File: config.mk
export PLATFORM = sky130hd
export DESIGN_NAME = pwm16_top
export DESIGN_NICKNAME = d
export VERILOG_FILES = /design/src/pwm16_pkg.sv /design/src/pwm16_prescaler.sv /design/src/pwm16_channel.sv /design/src/pwm16_top.sv
export VERILOG_INCLUDE_DIRS = /design/src
export SDC_FILE = /design/constraint.sdc
export NUM_CORES = 1
export LEC_CHECK = 0
export BUFFER_PORTS_ARGS = -buffer_cell sky130_fd_sc_hd__buf_2
export CORE_MARGIN = 4
export CORE_UTILIZATION = 32
export DETAILED_ROUTE_END_ITERATION = 10
export HOLD_SLACK_MARGIN = 0.06
export PLACE_DENSITY = 0.57
export SLEW_MARGIN = 20
export SYNTH_ARGS = -nofsm -noshare
export SYNTH_HDL_FRONTEND = slang
export SYNTH_SLANG_ARGS = --single-unit
File: constraint.sdc
create_clock -name ref_clk -period 17.8 [get_ports ref_clk]
set_clock_uncertainty 0.15 [all_clocks]
set_input_delay 3.56 -clock ref_clk [delete_from_list [all_inputs] [get_ports ref_clk]]
set_output_delay 3.56 -clock ref_clk [all_outputs]
set_load 0.02 [all_outputs]
File: src/pwm16_defs.svh
// Constants of the 16-bit fast and dual-slope PWM timer.
// Functional notes
// [RL1] Fast mode counts to top, then clears.
// [RL2] Fast mode sets overflow, top flag at top.
// [RL3] Compare flag set when count equals compare.
// [RL4] Fixed top masks high bits of compare writes.
// [RL5] Capture top written directly; overshoot wraps.
// [RL6] Fast mode loads compare buffers at top.
// [RL7] Output mode 2 non-inverted, 3 inverted.
// [RL8] Fast output flips on match, restores at wrap.
// [RL9] Pin driven only when direction bit set.
// [RL10] Compare zero spikes; compare top holds constant.
// [RL11] Mode 15 channel A toggle option.
// [RL12] Timer tick prescaled by 1/8/64/256/1024.
// [RL13] Dual slope: up clears, down sets.
// [RL14] Dual slope top choices; reverse after top.
// [RL15] Dual slope overflow at bottom, top flag.
// [RL16] Dual slope loads buffers only at top.
// [RL17] Software keeps register top at least 3.
// [RL18] Software keeps top above all compares.
// [RL19] Software prefers other mode for changing top.
// [RL20] Dual slope extremes give constant levels.
// [RL21] Mode 11 channel A toggle option.
// [RL22] Everything moves only on timer tick; outside the PWM modes the compares load every clock.
`ifndef PWM16_DEFS_SVH
`define PWM16_DEFS_SVH

`define PWM16_ADDR_CTRL 8'h00
`define PWM16_ADDR_STATUS 8'h04
`define PWM16_ADDR_COUNT 8'h08
`define PWM16_ADDR_CMPA 8'h0C
`define PWM16_ADDR_CMPB 8'h10
`define PWM16_ADDR_CMPC 8'h14
`define PWM16_ADDR_CAPTOP 8'h18

`define PWM16_CTRL_MODE_LSB 0
`define PWM16_CTRL_CS_LSB 4
`define PWM16_CTRL_COM_LSB 8
`define PWM16_CTRL_DIR_LSB 16
`define PWM16_CTRL_RESET 32'h0000_0000

`define PWM16_ST_OVF 0
`define PWM16_ST_CAP 1
`define PWM16_ST_CMP_LSB 2

`define PWM16_MODE_PC8 4'h1
`define PWM16_MODE_PC9 4'h2
`define PWM16_MODE_PC10 4'h3
`define PWM16_MODE_FAST8 4'h5
`define PWM16_MODE_FAST9 4'h6
`define PWM16_MODE_FAST10 4'h7
`define PWM16_MODE_PCCAP 4'hA
`define PWM16_MODE_PCA 4'hB
`define PWM16_MODE_FASTCAP 4'hE
`define PWM16_MODE_FASTA 4'hF

`define PWM16_TOP8 16'h00FF
`define PWM16_TOP9 16'h01FF
`define PWM16_TOP10 16'h03FF
`define PWM16_MAX 16'hFFFF
`define PWM16_BOTTOM 16'h0000

`define PWM16_COM_TOGGLE 2'h1
`define PWM16_COM_NONINV 2'h2
`define PWM16_COM_INV 2'h3

`define PWM16_CS_STOP 3'h0
`define PWM16_CS_DIV1 3'h1
`define PWM16_CS_DIV8 3'h2
`define PWM16_CS_DIV64 3'h3
`define PWM16_CS_DIV256 3'h4
`define PWM16_CS_DIV1024 3'h5
`define PWM16_MASK_DIV1 10'h000
`define PWM16_MASK_DIV8 10'h007
`define PWM16_MASK_DIV64 10'h03F
`define PWM16_MASK_DIV256 10'h0FF
`define PWM16_MASK_DIV1024 10'h3FF

`endif

File: src/pwm16_pkg.sv
// Types shared by the PWM timer modules.
package pwm16_pkg;
  typedef enum logic {PWM16_UP, PWM16_DOWN} pwm16_dir_t;
  typedef struct packed {
    logic tick;
    logic fast;
    logic pc;
    logic up;
    logic atTop;
  } pwm16_evt_t;
endpackage

File: src/pwm16_prescaler.sv
// Timer tick divider for the PWM timer.
`timescale 1ns/100ps
`include "pwm16_defs.svh"
module pwm16_prescaler import pwm16_pkg::*; #(
  parameter int PRE_W = 10
) (
  // Clock and reset.
  input wire logic clk,
  input wire logic rst_n,
  // Divider select and tick.
  input wire logic [2:0] clkSel,
  output logic tick
);
  logic [PRE_W-1:0] divCnt;
  logic [9:0] mask;

  generate
    if (PRE_W < 10) begin : g_chk
      $error("Prescaler needs at least ten bits.");
    end
  endgenerate

  always_comb begin
    unique case (clkSel)
      `PWM16_CS_DIV1: mask = `PWM16_MASK_DIV1;
      `PWM16_CS_DIV8: mask = `PWM16_MASK_DIV8;
      `PWM16_CS_DIV64: mask = `PWM16_MASK_DIV64;
      `PWM16_CS_DIV256: mask = `PWM16_MASK_DIV256;
      `PWM16_CS_DIV1024: mask = `PWM16_MASK_DIV1024;
      default: mask = `PWM16_MASK_DIV1;
    endcase
  end

  always_ff @(posedge clk or negedge rst_n) begin
    if (!rst_n) begin
      divCnt <= '0;
    end else begin
      divCnt <= divCnt + 1'b1;
    end
  end

  // A stopped timer gives no tick at all.
  always_ff @(posedge clk or negedge rst_n) begin
    if (!rst_n) begin
      tick <= 1'b0;
    end else begin
      tick <= (clkSel != `PWM16_CS_STOP) &&
        ((divCnt[9:0] & mask) == mask); // RL12
    end
  end
endmodule

File: src/pwm16_channel.sv
// Waveform level of one compare output channel.
`timescale 1ns/100ps
`include "pwm16_defs.svh"
module pwm16_channel import pwm16_pkg::*; (
  // Clock and reset.
  input wire logic clk,
  input wire logic rst_n,
  // Counter events and compare state.
  input wire pwm16_evt_t evt,
  input wire logic match,
  input wire logic cmpZero,
  input wire logic cmpTop,
  input wire logic [1:0] outMode,
  input wire logic toggleOk,
  // Waveform level.
  output logic level
);
  logic inv;
  assign inv = (outMode == `PWM16_COM_INV); // RL7

  always_ff @(posedge clk or negedge rst_n) begin
    if (!rst_n) begin
      level <= 1'b0;
    end else if (evt.tick) begin // RL22
      if (outMode == `PWM16_COM_NONINV || outMode == `PWM16_COM_INV) begin
        if (evt.fast) begin
          // The wrap wins over a match so compare equal to top holds.
          if (evt.atTop) begin
            level <= ~inv; // RL8 RL10
          end else if (match) begin
            level <= inv; // RL8
          end
        end else if (evt.pc) begin
          if (cmpZero) begin
            level <= inv; // RL20
          end else if (cmpTop) begin
            level <= ~inv; // RL20
          end else if (match) begin
            level <= evt.up ? inv : ~inv; // RL13
          end
        end
      end else if (outMode == `PWM16_COM_TOGGLE && toggleOk && match) begin
        level <= ~level; // RL11 RL21
      end
    end
  end
endmodule

File: src/pwm16_top.sv
// Sixteen-bit timer with fast and dual-slope PWM, APB registers.
//
// Our own choices: the register addresses and the APB register port.
`timescale 1ns/100ps
`include "pwm16_defs.svh"
module pwm16_top import pwm16_pkg::*; #(
  parameter int NUM_CH = 3,
  parameter int PRE_W = 10
) (
  // Clock and reset.
  input wire logic ref_clk,
  input wire logic arst_n,
  // APB slave.
  input wire logic psel,
  input wire logic penable,
  input wire logic pwrite,
  input wire logic [7:0] paddr,
  input wire logic [31:0] pwdata,
  output logic [31:0] prdata,
  output logic pready,
  output logic pslverr,
  // Compare output pins.
  output logic [NUM_CH-1:0] chanOut,
  output logic [NUM_CH-1:0] chanOe
);
  logic [1:0] rstSync;
  logic rst_n;
  logic [31:0] ctrl;
  logic [NUM_CH+1:0] status;
  logic [15:0] counterValue;
  logic [15:0] captureTopValue;
  logic [15:0] cmpBuf [NUM_CH];
  logic [15:0] cmpAct [NUM_CH];
  pwm16_dir_t dir;
  logic tick;
  logic [3:0] mode;
  logic fast;
  logic pc;
  logic [15:0] top;
  logic atTop;
  logic atBottom;
  logic loadNow;
  logic setOvf;
  logic setCap;
  logic [NUM_CH-1:0] setCmp;
  logic [NUM_CH-1:0] match;
  logic [NUM_CH-1:0] level;
  logic busDone;
  logic busWr;
  logic [31:0] readMux;
  logic mapped;
  pwm16_evt_t evt;

  generate
    if (NUM_CH < 1 || NUM_CH > 3) begin : g_chk
      $error("Channel count must be one to three.");
    end
  endgenerate

  function automatic logic isFast(input logic [3:0] m);
    return m == `PWM16_MODE_FAST8 || m == `PWM16_MODE_FAST9 ||
      m == `PWM16_MODE_FAST10 || m == `PWM16_MODE_FASTCAP ||
      m == `PWM16_MODE_FASTA;
  endfunction

  function automatic logic isPc(input logic [3:0] m);
    return m == `PWM16_MODE_PC8 || m == `PWM16_MODE_PC9 ||
      m == `PWM16_MODE_PC10 || m == `PWM16_MODE_PCCAP ||
      m == `PWM16_MODE_PCA;
  endfunction

  function automatic logic [15:0] fixedMask(input logic [3:0] m);
    case (m)
      `PWM16_MODE_PC8, `PWM16_MODE_FAST8: fixedMask = `PWM16_TOP8;
      `PWM16_MODE_PC9, `PWM16_MODE_FAST9: fixedMask = `PWM16_TOP9;
      `PWM16_MODE_PC10, `PWM16_MODE_FAST10: fixedMask = `PWM16_TOP10;
      default: fixedMask = `PWM16_MAX;
    endcase
  endfunction

  // Reset release through two flops.
  always_ff @(posedge ref_clk or negedge arst_n) begin
    if (!arst_n) begin
      rstSync <= 2'h0;
    end else begin
      rstSync <= {rstSync[0], 1'b1};
    end
  end
  assign rst_n = rstSync[1];

  assign mode = ctrl[`PWM16_CTRL_MODE_LSB +: 4];
  assign fast = isFast(mode);
  assign pc = isPc(mode);

  // Top selection for both PWM families.
  always_comb begin
    case (mode)
      `PWM16_MODE_FASTCAP, `PWM16_MODE_PCCAP: top = captureTopValue;
      `PWM16_MODE_FASTA, `PWM16_MODE_PCA: top = cmpAct[0];
      default: top = fixedMask(mode); // RL1 RL14
    endcase
  end

  assign atTop = (counterValue == top) && (fast || (pc && dir == PWM16_UP));
  assign atBottom = pc && dir == PWM16_DOWN &&
    counterValue == `PWM16_BOTTOM;
  // Outside the PWM modes compares load straight through.
  assign loadNow = (fast || pc) ? (tick && atTop) : 1'b1; // RL6 RL16
  assign setOvf = tick && (fast ? atTop :
    pc ? atBottom : counterValue == `PWM16_MAX); // RL2 RL15
  assign setCap = tick && atTop && (mode == `PWM16_MODE_FASTCAP ||
    mode == `PWM16_MODE_PCCAP); // RL2 RL15

  always_comb begin
    for (int i = 0; i < NUM_CH; i++) begin
      match[i] = counterValue == cmpAct[i];
      setCmp[i] = tick && match[i]; // RL3
    end
    if (tick && atTop && (mode == `PWM16_MODE_FASTA ||
        mode == `PWM16_MODE_PCA)) begin
      setCmp[0] = 1'b1; // RL2 RL15
    end
  end

  // Counter: single slope wraps at top, dual slope turns at the ends.
  always_ff @(posedge ref_clk or negedge rst_n) begin
    if (!rst_n) begin
      counterValue <= `PWM16_BOTTOM;
      dir <= PWM16_UP;
    end else if (tick) begin // RL22
      if (fast && atTop) begin
        counterValue <= `PWM16_BOTTOM; // RL1
      end else if (pc) begin
        unique case (dir)
          PWM16_UP: begin
            if (atTop) begin
              dir <= PWM16_DOWN; // RL13 RL14
              counterValue <= counterValue - 1'b1;
            end else begin
              counterValue <= counterValue + 1'b1;
            end
          end
          PWM16_DOWN: begin
            if (atBottom) begin
              dir <= PWM16_UP; // RL13
              counterValue <= counterValue + 1'b1;
            end else begin
              counterValue <= counterValue - 1'b1;
            end
          end
        endcase
      end else begin
        // A top below the count runs on through the wrap.
        counterValue <= counterValue + 1'b1; // RL5
        dir <= PWM16_UP;
      end
    end
  end

  // APB: answer on the second access cycle.
  assign busDone = psel && penable && pready;
  assign busWr = busDone && pwrite;

  always_comb begin
    mapped = 1'b1;
    readMux = 32'h0000_0000;
    case (paddr)
      `PWM16_ADDR_CTRL: readMux = ctrl;
      `PWM16_ADDR_STATUS: readMux[NUM_CH+1:0] = status;
      `PWM16_ADDR_COUNT: readMux[15:0] = counterValue;
      `PWM16_ADDR_CAPTOP: readMux[15:0] = captureTopValue;
      `PWM16_ADDR_CMPA: readMux[15:0] = cmpBuf[0];
      `PWM16_ADDR_CMPB: begin
        if (NUM_CH > 1) readMux[15:0] = cmpBuf[NUM_CH > 1 ? 1 : 0];
        else mapped = 1'b0;
      end
      `PWM16_ADDR_CMPC: begin
        if (NUM_CH > 2) readMux[15:0] = cmpBuf[NUM_CH > 2 ? 2 : 0];
        else mapped = 1'b0;
      end
      default: mapped = 1'b0;
    endcase
  end

  always_ff @(posedge ref_clk or negedge rst_n) begin
    if (!rst_n) begin
      pready <= 1'b0;
      prdata <= 32'h0000_0000;
      pslverr <= 1'b0;
    end else begin
      pready <= psel && penable && !pready;
      if (psel && penable && !pready) begin
        prdata <= pwrite ? 32'h0000_0000 : readMux;
        pslverr <= !mapped;
      end else begin
        pslverr <= 1'b0;
      end
    end
  end

  always_ff @(posedge ref_clk or negedge rst_n) begin
    if (!rst_n) begin
      ctrl <= `PWM16_CTRL_RESET;
    end else if (busWr && paddr == `PWM16_ADDR_CTRL) begin
      ctrl <= pwdata;
    end
  end

  // Flags are cleared by writing ones; a new event wins the clear.
  always_ff @(posedge ref_clk or negedge rst_n) begin
    if (!rst_n) begin
      status <= '0;
    end else begin
      status <= (status & ~((busWr && paddr == `PWM16_ADDR_STATUS) ?
        pwdata[NUM_CH+1:0] : '0)) | {setCmp, setCap, setOvf};
    end
  end

  // Capture top has no buffer, so a late low write costs a full wrap.
  always_ff @(posedge ref_clk or negedge rst_n) begin
    if (!rst_n) begin
      captureTopValue <= `PWM16_BOTTOM;
    end else if (busWr && paddr == `PWM16_ADDR_CAPTOP) begin
      captureTopValue <= pwdata[15:0]; // RL5
    end
  end

  for (genvar g = 0; g < NUM_CH; g++) begin : g_ch
    logic [7:0] addr;
    assign addr = `PWM16_ADDR_CMPA + 8'(4 * g);

    always_ff @(posedge ref_clk or negedge rst_n) begin
      if (!rst_n) begin
        cmpBuf[g] <= `PWM16_BOTTOM;
      end else if (busWr && paddr == addr) begin
        cmpBuf[g] <= pwdata[15:0] & fixedMask(mode); // RL4 RL6
      end
    end

    always_ff @(posedge ref_clk or negedge rst_n) begin
      if (!rst_n) begin
        cmpAct[g] <= `PWM16_BOTTOM;
      end else if (loadNow) begin
        cmpAct[g] <= cmpBuf[g]; // RL6 RL16
      end
    end

    pwm16_channel u_ch (
      .clk(ref_clk),
      .rst_n(rst_n),
      .evt(evt),
      .match(match[g]),
      .cmpZero(cmpAct[g] == `PWM16_BOTTOM),
      .cmpTop(cmpAct[g] == top),
      .outMode(ctrl[`PWM16_CTRL_COM_LSB + 2 * g +: 2]),
      .toggleOk(g == 0 && (mode == `PWM16_MODE_FASTA ||
        mode == `PWM16_MODE_PCA)),
      .level(level[g])
    );

    // The pin follows the level one clock later, gated by direction.
    always_ff @(posedge ref_clk or negedge rst_n) begin
      if (!rst_n) begin
        chanOut[g] <= 1'b0;
        chanOe[g] <= 1'b0;
      end else begin
        chanOe[g] <= ctrl[`PWM16_CTRL_DIR_LSB + g];
        chanOut[g] <= ctrl[`PWM16_CTRL_DIR_LSB + g] & level[g]; // RL9
      end
    end
  end

  assign evt = '{tick: tick, fast: fast, pc: pc,
    up: dir == PWM16_UP, atTop: atTop};

  pwm16_prescaler #(
    .PRE_W(PRE_W)
  ) u_pre (
    .clk(ref_clk),
    .rst_n(rst_n),
    .clkSel(ctrl[`PWM16_CTRL_CS_LSB +: 3]),
    .tick(tick)
  );

  a_fast_wrap: assert property (@(posedge ref_clk) disable iff (!rst_n)
    tick && fast && atTop |=> counterValue == `PWM16_BOTTOM) // RL1
    else $error("Fast mode counter did not clear after top.");
  a_fast_ovf: assert property (@(posedge ref_clk) disable iff (!rst_n)
    tick && fast && atTop |=> status[`PWM16_ST_OVF]) // RL2
    else $error("Overflow flag missing at fast top.");
  a_match_flag: assert property (@(posedge ref_clk) disable iff (!rst_n)
    tick && counterValue == cmpAct[0] |=> status[`PWM16_ST_CMP_LSB]) // RL3
    else $error("Compare flag missing on match.");
  a_fixed_mask: assert property (@(posedge ref_clk) disable iff (!rst_n)
    busWr && paddr == `PWM16_ADDR_CMPA && mode == `PWM16_MODE_FAST8
    |=> cmpBuf[0][15:8] == 8'h00) // RL4
    else $error("Compare write not masked to eight bits.");
  a_cap_direct: assert property (@(posedge ref_clk) disable iff (!rst_n)
    busWr && paddr == `PWM16_ADDR_CAPTOP
    |=> captureTopValue == $past(pwdata[15:0])) // RL5
    else $error("Capture top not written at once.");
  a_buf_load: assert property (@(posedge ref_clk) disable iff (!rst_n)
    tick && fast && atTop |=> cmpAct[0] == $past(cmpBuf[0])) // RL6
    else $error("Compare buffer not loaded at top.");
  a_pin_gate: assert property (@(posedge ref_clk) disable iff (!rst_n)
    !chanOe[0] |-> !chanOut[0]) // RL9
    else $error("Pin driven while direction is input.");
  a_pc_turn: assert property (@(posedge ref_clk) disable iff (!rst_n)
    tick && pc && atTop ##1 !tick [*2] |-> dir == PWM16_DOWN &&
    counterValue == $past(top, 2) - 16'h0001) // RL14
    else $error("Dual slope did not turn after top.");
  a_pc_ovf: assert property (@(posedge ref_clk) disable iff (!rst_n)
    tick && atBottom |=> status[`PWM16_ST_OVF] && dir == PWM16_UP) // RL15
    else $error("Overflow flag missing at bottom.");
  a_tick_only: assert property (@(posedge ref_clk) disable iff (!rst_n)
    !tick && !$past(!rst_n) |=> $stable(counterValue) &&
    $stable(level)) // RL22
    else $error("Counter moved without a timer tick.");
  a_cap_flag: assert property (@(posedge ref_clk) disable iff (!rst_n)
    tick && atTop && mode == `PWM16_MODE_FASTCAP
    |=> status[`PWM16_ST_CAP]) // RL2
    else $error("Capture flag missing at top.");
  a_pc_load: assert property (@(posedge ref_clk) disable iff (!rst_n)
    tick && pc && atTop |=> cmpAct[0] == $past(cmpBuf[0])) // RL16
    else $error("Dual slope buffer not loaded at top.");
  a_buf_hold: assert property (@(posedge ref_clk) disable iff (!rst_n)
    (fast || pc) && !(tick && atTop) |=> $stable(cmpAct[0])) // RL6 RL16
    else $error("Active compare changed away from top.");
  a_pin_level: assert property (@(posedge ref_clk) disable iff (!rst_n)
    1'b1 |=> chanOut[0] ==
    $past(ctrl[`PWM16_CTRL_DIR_LSB] && level[0])) // RL9
    else $error("Pin does not follow the gated level.");

  c_fast_wrap: cover property (@(posedge ref_clk) disable iff (!rst_n)
    tick && fast && atTop);
  c_pc_turn: cover property (@(posedge ref_clk) disable iff (!rst_n)
    tick && pc && atTop ##[1:300] tick && atBottom);
  c_toggle: cover property (@(posedge ref_clk) disable iff (!rst_n)
    tick && mode == `PWM16_MODE_FASTA && match[0] &&
    ctrl[`PWM16_CTRL_COM_LSB +: 2] == `PWM16_COM_TOGGLE);
  c_pc_toggle: cover property (@(posedge ref_clk) disable iff (!rst_n)
    tick && mode == `PWM16_MODE_PCA && match[0] &&
    ctrl[`PWM16_CTRL_COM_LSB +: 2] == `PWM16_COM_TOGGLE);
endmodule

# Word level (Yosys, flattened, before mapping)
# Index checks and enable logic that the tools add are counted.
totals:
  wordCells: 200
  out_inout_bits: 40
  reg_bits: 222
  input_bits: 45
classes:
  n_bitwise: 16
  add_sub_neg: 3
  mux: 52
  n_reduce_logical: 62
  n_eq_ne: 41
op_table:
  columns: ["op", "n"]
  rows:
  - ["2-to-1 mux 16 bit", 8]
  - ["== test 16 bit", 7]
  - ["one-hot mux 11 bit (6 select lines)", 1]
  - ["zero test 16 bit", 4]
  - ["one-hot mux 16 bit (2 select lines)", 2]
  - ["bitwise AND 16 bit", 3]
  - ["one-hot mux 16 bit (3 select lines)", 1]
  - ["one-hot mux 10 bit (4 select lines)", 1]
  - ["2-to-1 mux 1 bit", 35]
  - ["one-hot mux 5 bit (7 select lines)", 1]
  - ["2-to-1 mux 32 bit", 1]
  - ["logical AND 1 bit", 25]
  - ["== test 8 x 5 -> 1 bit (second input constant)", 3]
  - ["adder 16 x 1 -> 16 bit (second input constant)", 1]
  - ["== test 16 bit (second input constant)", 1]
  - ["== test 4 bit (second input constant)", 4]
  - ["== test 8 x 4 -> 1 bit (second input constant)", 2]
  - ["subtractor 16 x 1 -> 16 bit (second input constant)", 1]
  - ["logical OR 1 bit", 15]
  - ["AND reduction 5 bit", 3]
  - ["== test 2 bit (second input constant)", 6]
  - ["== test 4 x 3 -> 1 bit (second input constant)", 3]
  - ["adder 10 x 1 -> 10 bit (second input constant)", 1]
  - ["bitwise AND 10 bit", 1]
  - ["other kinds (26)", 44]

# Depth between registers and ports, before layout
# Gate-level depths: netlist of run 1.
logic_depth:
  ltp_word: 12
  ltp_mapped: 13
  mapped_depth_nobuf: 10

# Cells and area by module
# A second synthesis of run 1 with hierarchy kept.
hier_totals:
  cells_unflattened: 1163
  hier_area_um2: 12199.2
by_module_without_submodules:
  columns: ["mod", "n_inst", "seq_area_each_um2", "cells_each", "area_each_um2"]
  rows:
  - ["pwm16_top", 1, 5205.0, 1071, 11242.0]
  - ["pwm16_channel", 3, 25.0, 18, 161.4]
  - ["pwm16_prescaler", 1, 275.3, 38, 473.0]

# Worst setup path before layout of run 1
# No wires, ideal clock.
synth_path:
  kind: "input port to flip-flop"
  start: "input port paddr[5]"
  end: "register prdata[21]"
  n_path_buf: 3
  slack_ps: 12334
  path_stages: 8
  setup_time_ps: 66
  arrival_ps: 5250
  required_ps: 17584
  path_cell_list: "nor3_1 nand2b_1 nor2b_1 clkbuf_1 and2_1 clkbuf_1 clkbuf_1 a22o_1"
synth_via:
  elab_chain_len: 3
synth_rtl:
  columns: ["item", "line", "source"]
  rows:
  - ["from (decl)", "pwm16_top.sv:17", "input wire logic [7:0] paddr,"]
  - ["zero test 8 bit", "pwm16_top.sv:167", "case (paddr)"]
  - ["2-to-1 mux 16 bit", "pwm16_top.sv:167", null]
  - ["2-to-1 mux 32 bit", "pwm16_top.sv:193", "prdata <= pwrite ? 32'h0000_0000 : readMux;"]
  - ["to (signal assigned)", "pwm16_top.sv:193", null]
  - ["to (decl)", "pwm16_top.sv:19", "output logic [31:0] prdata,"]
# Every way passes these cells.
# A chain may end at the register's enable or synchronous reset.

# Worst setup path in the final report of run 1
layout_path:
  start: "input port paddr[5]"
  end: "register cmpBuf[18] (netlist bit)"
layout_via:
  elab_chain_len: 2
layout_rtl:
  columns: ["item", "line", "source"]
  rows:
  - ["== test 8 x 5 -> 1 bit", "pwm16_top.sv:235", "end else if (busWr && paddr == addr) begin"]
  - ["logical AND 1 bit", "pwm16_top.sv:235", null]
  - ["to (signal, indexed assignment)", "pwm16_top.sv:234", "cmpBuf[g] <= `PWM16_BOTTOM;"]
  - ["to (signal, indexed assignment)", "pwm16_top.sv:236", "cmpBuf[g] <= pwdata[15:0] & fixedMask(mode);"]
  - ["to (decl)", "pwm16_top.sv:32", "logic [15:0] cmpBuf [NUM_CH];"]
# Every way passes these cells.

==> key figures, run 1 <==
Clock network
  • Worst-Skew Late Latency: 0.53 ns
  • Clock Sinks: 222
  • Setup bufs post-CTS: 0
  • Cts repair resizes: 0
  • CTS tree: built
  • Clock transition at path regs: 0.06 ns
  • Clock Tree Buf Depth: 3
  • H-tree Lvls: 1
  • Num CTS Buffers: 25
  • CTS Hold Buffers Added: 0
  • Clock root buffer master: clkbuf_16

GRT
  • Initial antenna violation count: 0
  • Largest net degree at the start of global routing: 80
  • Total grt overflow: 0
  • Vias in the first global route: 9466
  • Global Route Usage Sum: 17.9%
  • First-pass GRT wire length: 58.1 mm

Power
  • Pwr Total: 1.06 mW
  • VDD IR max: 0.0682 mV
  • Combinational share of power: 3.3%
  • Internal cell power: 0.813 mW
  • Pwr dens: 77.9 nW/µm²
  • Net Switching: 0.246 mW
  • Sequential Power Share: 48.8%
  • Sw Share: 23.2%
  • Leak: 6.04 nW
  • Clock power share: 47.9%

Yosys
  • Mapped cell area: 12000 µm²
  • Post-synthesis simple-gate area fraction: 13.8%
  • Flop and latch count out of synthesis: 222
  • Post-Synth Adder-Cell Area: 0.312%
  • Post-synth EDFFs: 0
  • Leading area contributor after synthesis: dfrtp_1
  • Mapped Cells: 1165
  • Count of cell types in the netlist: 82
  • Yosys top cell area share: 46.2%
  • Share of the yosys chip area belonging to registers: 46.2%
  • Mux contribution to synthesized area: 12.4%
  • Ys Warns: 0
  • Synthesized net count: 1213
  • Post-Synth XOR/XNOR Area: 6.91%
  • Top FF cell, synth: dfrtp_1
  • Top cells by area, synth: dfrtp_1, mux2_2, nand2_1
  • Compound-Gate Fraction of Synth Area: 16.2%
  • FFs w/ async S/R, synth: 100%
  • Syn Area/Cell: 10.3 µm²
  • Largest family of logic cells by synthesized area: compound AO/OA/AOI/OAI gates

Floorplanning
  • Number of I/O pins: 85
  • Die area: 40800 µm²
  • Core area: 36900 µm²
  • Cell row count: 70
  • Die Span X: 202 µm
  • Initial Utilization: 32.6%
  • Die height: 202 µm

Placed design
  • IO Port Bufs: 84
  • Gp weighted congestion: 0.946
  • DP Wirelength: 26.7 mm

Worst setup path
  • CP max stage cell: and3_1
  • Crit-path cells: buf_2, nor3_1, and3_1, nand2_1, mux2_2
  • Worst EP required: 18.06 ns
  • Worst Path Max Fanout: 24
  • CP Capture Type: flop
  • Critical path class: in2reg
  • CP max stage delay: 0.84 ns
  • Worst EP arrival: 6.33 ns
  • CP startpoint kind: input port

Routing
  • DRC violations left: 0
  • DRT iter0 DRCs: 886
  • Via count: 9635
  • Antenna Violating Nets Remaining: 0
  • Drt total wl: 37.5 mm
  • Drt first pass iters: 6
  • DR WL/cell: 21.7 µm
  • Via density: 5.57

Timing
  • Minimum clock period: 6.07 ns
  • Final setup TNS: 0 ns
  • Final-report max-slew violation count: 0
  • RSZ-0062 raised after global routing: no
  • Worst-margin pin slew: 1.01 ns
  • Fmax: 165 MHz
  • Rel. slew slack: 32.2%
  • Ratio of final minimum period to clock period: 34.1%
  • Setup violators final: 0
  • Final hold violations: 0

Finish
  • Layout cells sized above 1: 21.1%
  • Area Overhead vs Synth: 13.0%
  • Number of nets in the layout: 1256
  • Diode count: 0

Min path
  • Hold Path Class: reg2reg

Run
  • Number of max-cap violations: 0

Run status
  • Outcome: finished, final reports clean
-- cells in the final DEF, fill, tap and decap left out, types with 7 or more instances in the layout --
| cell | n |
|---|---|
| a31oi_1 | 11 |
| xor2_1 | 46 |
| clkinv_2 | 8 |
| a22o_1 | 20 |
| inv_1 | 27 |
| o211ai_1 | 11 |
| nand3_1 | 26 |
| mux2_1 | 7 |
| and3_1 | 21 |
| mux2_2 | 106 |
| nand2_1 | 122 |
| nor2b_1 | 10 |
| nor4_1 | 27 |
| a22oi_1 | 34 |
| o21a_1 | 7 |
| nor3_1 | 11 |
| nand4_1 | 18 |
| a21oi_1 | 25 |
| dfrtp_1 | 221 |
| mux2i_1 | 18 |
| and2_1 | 8 |
| or4_1 | 10 |
| o21ai_0 | 71 |
| buf_4 | 15 |
| a221oi_1 | 13 |
| nor2_1 | 42 |
| a21o_1 | 8 |
| nand2b_1 | 7 |
| o22ai_1 | 14 |
| clkbuf_16 | 25 |
| buf_2 | 84 |
| xnor2_1 | 49 |
-- sequential cells by signal, indices dropped and copies added, names as in the netlist, 2 cells and up --
signal	flops
cmpAct	48
cmpBuf	48
ctrl	32
prdata	32
captureTopValue	16
counterValue	16
u_pre.divCnt	10
status	5
chanOe	3
chanOut	3
g_ch.u_ch.level	3
rstSync	2
-- cell usage after synthesis, types with 8 or more instances --
master,n
nand4_1,18
nor2_1,42
xnor2_1,49
a31oi_1,11
dfrtp_1,222
a22oi_1,34
nor4_1,27
mux2i_1,18
nor2b_1,10
o22ai_1,14
a21o_1,8
a22o_1,20
mux2_2,106
clkbuf_1,54
o21ai_0,71
nand2_1,122
and3_1,21
o211ai_1,11
inv_1,27
or4_1,10
a221oi_1,13
and2_1,8
nand3_1,26
buf_2,10
buf_1,9
a21oi_1,25
xor2_1,46
nor3_1,11
-- path summary, 6_finish.rpt --
path	from	end	slack [ns]	cells past startpoint
setup / recovery	paddr[5]	cmpBuf[18]$_DFFE_PN0P_	11.73	5
setup reg to reg	ctrl[0]$_DFFE_PN0P_	cmpAct[5]$_DFFE_PN0P_	13.21	9
hold / removal	rstSync[0]$_DFF_PN0_	rstSync[1]$_DFF_PN0_	0.20	0
hold reg to reg	rstSync[0]$_DFF_PN0_	rstSync[1]$_DFF_PN0_	0.20	0
min in group asynchronous	rstSync[1]$_DFF_PN0_	pready$_DFF_PN0_	0.35	0
max in group asynchronous	arst_n	rstSync[1]$_DFF_PN0_	14.74	1
-- layer usage --
layer	share of wire, %	track usage (%)	wire [µm]	up-vias
met5	0	0	0	-
li1	-	-	-	4383
met2	46	28.3	17200	326
met3	5.9	2.49	2220	38
met1	47	26.5	17500	4888
met4	1.5	3.49	549	0
-- power by group through the flow --
stage	clock network, mW	registers, mW	logic (mW)
final	0.507	0.517	0.0349
after detailed placement	0	0.526	0.0356
after global placement	0	0.526	0.0348
after CTS	0.519	0.516	0.0357
after floorplan	0	0.526	0.0184
after global routing	0.540	0.517	0.0393
-- critical path, delay by kind of cell --
| family | cells | cell delay [ns] |
|---|---|---|
| muxes | 1 | 0.53 |
| and+or+nand+nor | 3 | 2.13 |
| buffers and inverters | 1 | 0.10 |
-- metrics by stage --
stage	hold slack, ns	instances	util [%]	setup slack (ns)	area [µm²]
6_report	0.200	1730	36.9	11.73	13600
5_1_grt	0.231	1730	36.9	11.59	13600
4_1_cts	0.202	1730	36.9	11.79	13600
3_5_place_dp	0.187	1685	34.7	11.23	12800
3_3_place_gp	0.189	1685	34.7	11.33	12800
2_1_floorplan	0.181	1165	-	11.01	12000
-- layout make-up --
class / instances / area, µm²
clock buffer: 32 / 662
clock inverter: 13 / 126
fill: 3713 / 23300
inverter: 27 / 101
multi-input combinational: 833 / 5990
sequential: 222 / 5560
tap: 504 / 631
timing repair buffer: 99 / 533
-- cells by family (layout without fill, tap and decap cells) --
family / count (synthesis) / count (layout)
muxes: 133 / 133
xor gates and xnor gates: 95 / 95
buffers and inverters: 110 / 171
AOI/OAI and AO/OA: 275 / 275
and+or+nand+nor: 326 / 326
other: 1 / 1
adders and majority gates: 3 / 3
DFF: 222 / 222
No activity file was read; power rests on OpenSTA's default activity.
==> run 2, diff against run 1 <==
- clock period: 17.8 -> 5.6 ns (I/O delays scaled with it)
==> run 2 against run 1 <==
Routed wire length about the same; sequential power rose to 3.2 times the previous value; die area unchanged; critical endpoint is now cmpAct[16]$_DFFE_PN0P_; largest cell class unchanged; largest power group unchanged; highest routed layer unchanged.
==> key figures, run 2 (same netlist as run 1, synthesis figures left out) <==
Run status
  • Outcome: finished, final reports clean

Finish
  • Top flop regs: cmpAct: 48 flops, cmpBuf: 48 flops
  • Diode count: 0 (unchanged)
  • Layout cells sized above 1: 21.5% (+0.40 points)
  • Most common cell after layout, fill and taps aside: dfrtp_1
  • Fillers: 3731 (+0.48%)
  • Number of nets in the layout: 1261 (+0.40%)
  • Area Overhead vs Synth: 13.7%
  • Commonest non-fill, non-tap cells in the layout: dfrtp_1, nand2_1, mux2_2
  • Core Util, Final: 37.1% (+0.21 points)
  • Final cell count without fillers: 1735 (+0.29%)
  • Final instance area: 13700 µm² (+0.57%)

Placed design
  • DP Wirelength: 26.8 mm (+0.35%)
  • Gp weighted congestion: 0.962 (+1.7%)
  • Placed cell area: 12900 µm² (+0.39%)
  • Pre-CTS WS: 1.50 ns (-9.72 ns)
  • Placed Cells: 1690 (+0.30%)
  • IO Port Bufs: 84 (unchanged)

Floorplanning
  • Core area: 36900 µm² (unchanged)
  • Die area: 40800 µm² (unchanged)
  • Die Span X: 202 µm (unchanged)
  • Cell row count: 70 (unchanged)
  • Number of I/O pins: 85 (unchanged)
  • Initial Utilization: 32.6% (unchanged)
  • Die height: 202 µm (unchanged)

GRT
  • Initial antenna violation count: 0 (unchanged)
  • Vias in the first global route: 9598 (+1.4%)
  • Grt met2 use: 28.6% (+0.36 points)
  • Total grt overflow: 0 (unchanged)
  • Global Route Usage Sum: 18.1% (+0.20 points)
  • Met1 Usage GRT: 26.2% (-0.35 points)
  • Busiest grt layer: met2
  • First-pass GRT wire length: 59.1 mm (+1.7%)
  • Largest net degree at the start of global routing: 109 (+36%)
  • Met3 Resource Use GR: 2.63% (+0.14 points)

Worst setup path
  • CP max stage cell: buf_4
  • Crit-path cells: buf_4, mux2i_1, nand2_1, xnor2_1, nor4_1, nand4_1, o21ai_4, buf_4, mux2_2
  • Critical path class: reg2reg
  • Worst EP arrival: 4.42 ns (-1.91 ns)
  • Reg2Reg Setup Slack: 1.45 ns (-11.76 ns)
  • Worst Path Max Fanout: 57 (+140%)
  • Cell repeated most along the worst path: buf_4
  • CP max stage delay: 0.54 ns (-0.30 ns)
  • Worst EP required: 5.86 ns (-12.20 ns)
  • CP startpoint kind: flop
  • CP Capture Type: flop

Power
  • Combinational share of power: 3.4% (about the same)
  • Pwr dens: 248 nW/µm² (+220%)
  • Pwr Total: 3.39 mW (+220%)
  • Net Switching: 0.783 mW (+220%)
  • Leak: 6.07 nW (+0.43%)
  • Clock power share: 48.4% (+0.5 points)
  • Sequential Power Share: 48.2% (-0.6 points)
  • Internal cell power: 2.61 mW (+220%)
  • VDD IR max: 0.227 mV (+230%)
  • Sw Share: 23.1% (-0.14 points)

Timing
  • RSZ-0062 raised after global routing: no
  • Final setup TNS: 0 ns (unchanged)
  • Minimum clock period: 4.15 ns
  • Hold_ws: 0.154 ns (-0.0458 ns)
  • Worst-margin pin slew: 1.03 ns (+0.0257 ns)
  • Rel. slew slack: 30.5% (-1.7 points)
  • Final worst slack: 1.45 ns (-10.28 ns)
  • Ratio of final minimum period to clock period: 74.2%
  • Setup violators final: 0 (unchanged)
  • Final hold violations: 0 (unchanged)
  • Fmax: 241 MHz
  • Final-report max-slew violation count: 0 (unchanged)

Routing
  • Via density: 5.58 (+0.26%)
  • DRT iter0 DRCs: 743 (-16%)
  • Drt total wl: 37.5 mm (about the same)
  • Via count: 9688 (+0.55%)
  • DRC violations left: 0 (unchanged)
  • Drt first pass iters: 7 (+1)
  • Antenna Violating Nets Remaining: 0 (unchanged)
  • DR WL/cell: 21.6 µm (-0.33%)

Clock network
  • Num CTS Buffers: 25 (unchanged)
  • Clock Sinks: 222 (unchanged)
  • Clock transition at path regs: 0.06 ns (about the same)
  • Setup bufs post-CTS: 0 (unchanged)
  • Worst-Skew Late Latency: 0.54 ns (about the same)
  • Cts repair resizes: 0 (unchanged)
  • H-tree Lvls: 1 (unchanged)
  • CTS tree: built
  • Clock root buffer master: clkbuf_16
  • Clock Tree Buf Depth: 3 (unchanged)
  • CTS Hold Buffers Added: 0 (unchanged)

Run
  • Number of max-cap violations: 0 (unchanged)

Min path
  • Hold Path Class: reg2async
## run 2: cell count changes in the layout (fill, tap and decap cells not counted)
cell,delta
a2111oi_0,-1
a2111oi_1,+1
buf_12,+1
buf_4,+4
clkbuf_1,-1
clkbuf_8,+2
clkinv_2,-4
clkinv_4,+3
clkinvlp_4,+3
inv_6,-3
## run 2: final cells by class
cell class              count  area (µm²)  area share [%]
well taps                 504         631            4.61
multi-input cells         833        5990            43.8
clock buffers              33         686            5.01
clock inverters            12         129           0.942
repair buffers            104         583            4.26
flip-flops and latches    222        5560            40.6
inverters                  27         101           0.741
## run 2: path summary, 6_finish.rpt
check	startpoint	end	cells past startpoint
min reg2reg	rstSync[1]$_DFF_PN0_	cmpBuf[25]$_DFFE_PN0P_	0
max in group asynchronous	rstSync[1]$_DFF_PN0_	status[4]$_DFF_PN0_	1
max reg2reg	ctrl[0]$_DFFE_PN0P_	cmpAct[16]$_DFFE_PN0P_	9
min in group ref_clk	rstSync[0]$_DFF_PN0_	rstSync[1]$_DFF_PN0_	0
max	ctrl[0]$_DFFE_PN0P_	cmpAct[16]$_DFFE_PN0P_	9
min	rstSync[1]$_DFF_PN0_	cmpBuf[25]$_DFFE_PN0P_	0
## run 2: layer usage
metal  vias to the layer above  share of wire, %
li1                       4385                 -
met1                      4865                45
met2                       374                46
met3                        64               6.3
met4                         0               2.8
met5                         -                 0
## run 2: critical path: cells and delay by family, from the launching register on
family / cells / cell delay, ns
AOI/OAI and AO/OA: 1 / 0.24
muxes: 2 / 0.83
and+or+nand+nor: 3 / 1.02
xor gates and xnor gates: 1 / 0.17
buffers and inverters: 2 / 1.00
DFF: 1 / 0.52
## run 2: power by group through the flow
stage          Clock (mW)  Sequential (mW)  Combinational, mW
3_5_place_dp            0             1.67              0.119
4_1_cts              1.68             1.64              0.119
2_1_floorplan           0             1.67             0.0584
6_report             1.64             1.64              0.116
3_3_place_gp            0             1.67              0.117
5_1_grt              1.75             1.64              0.131
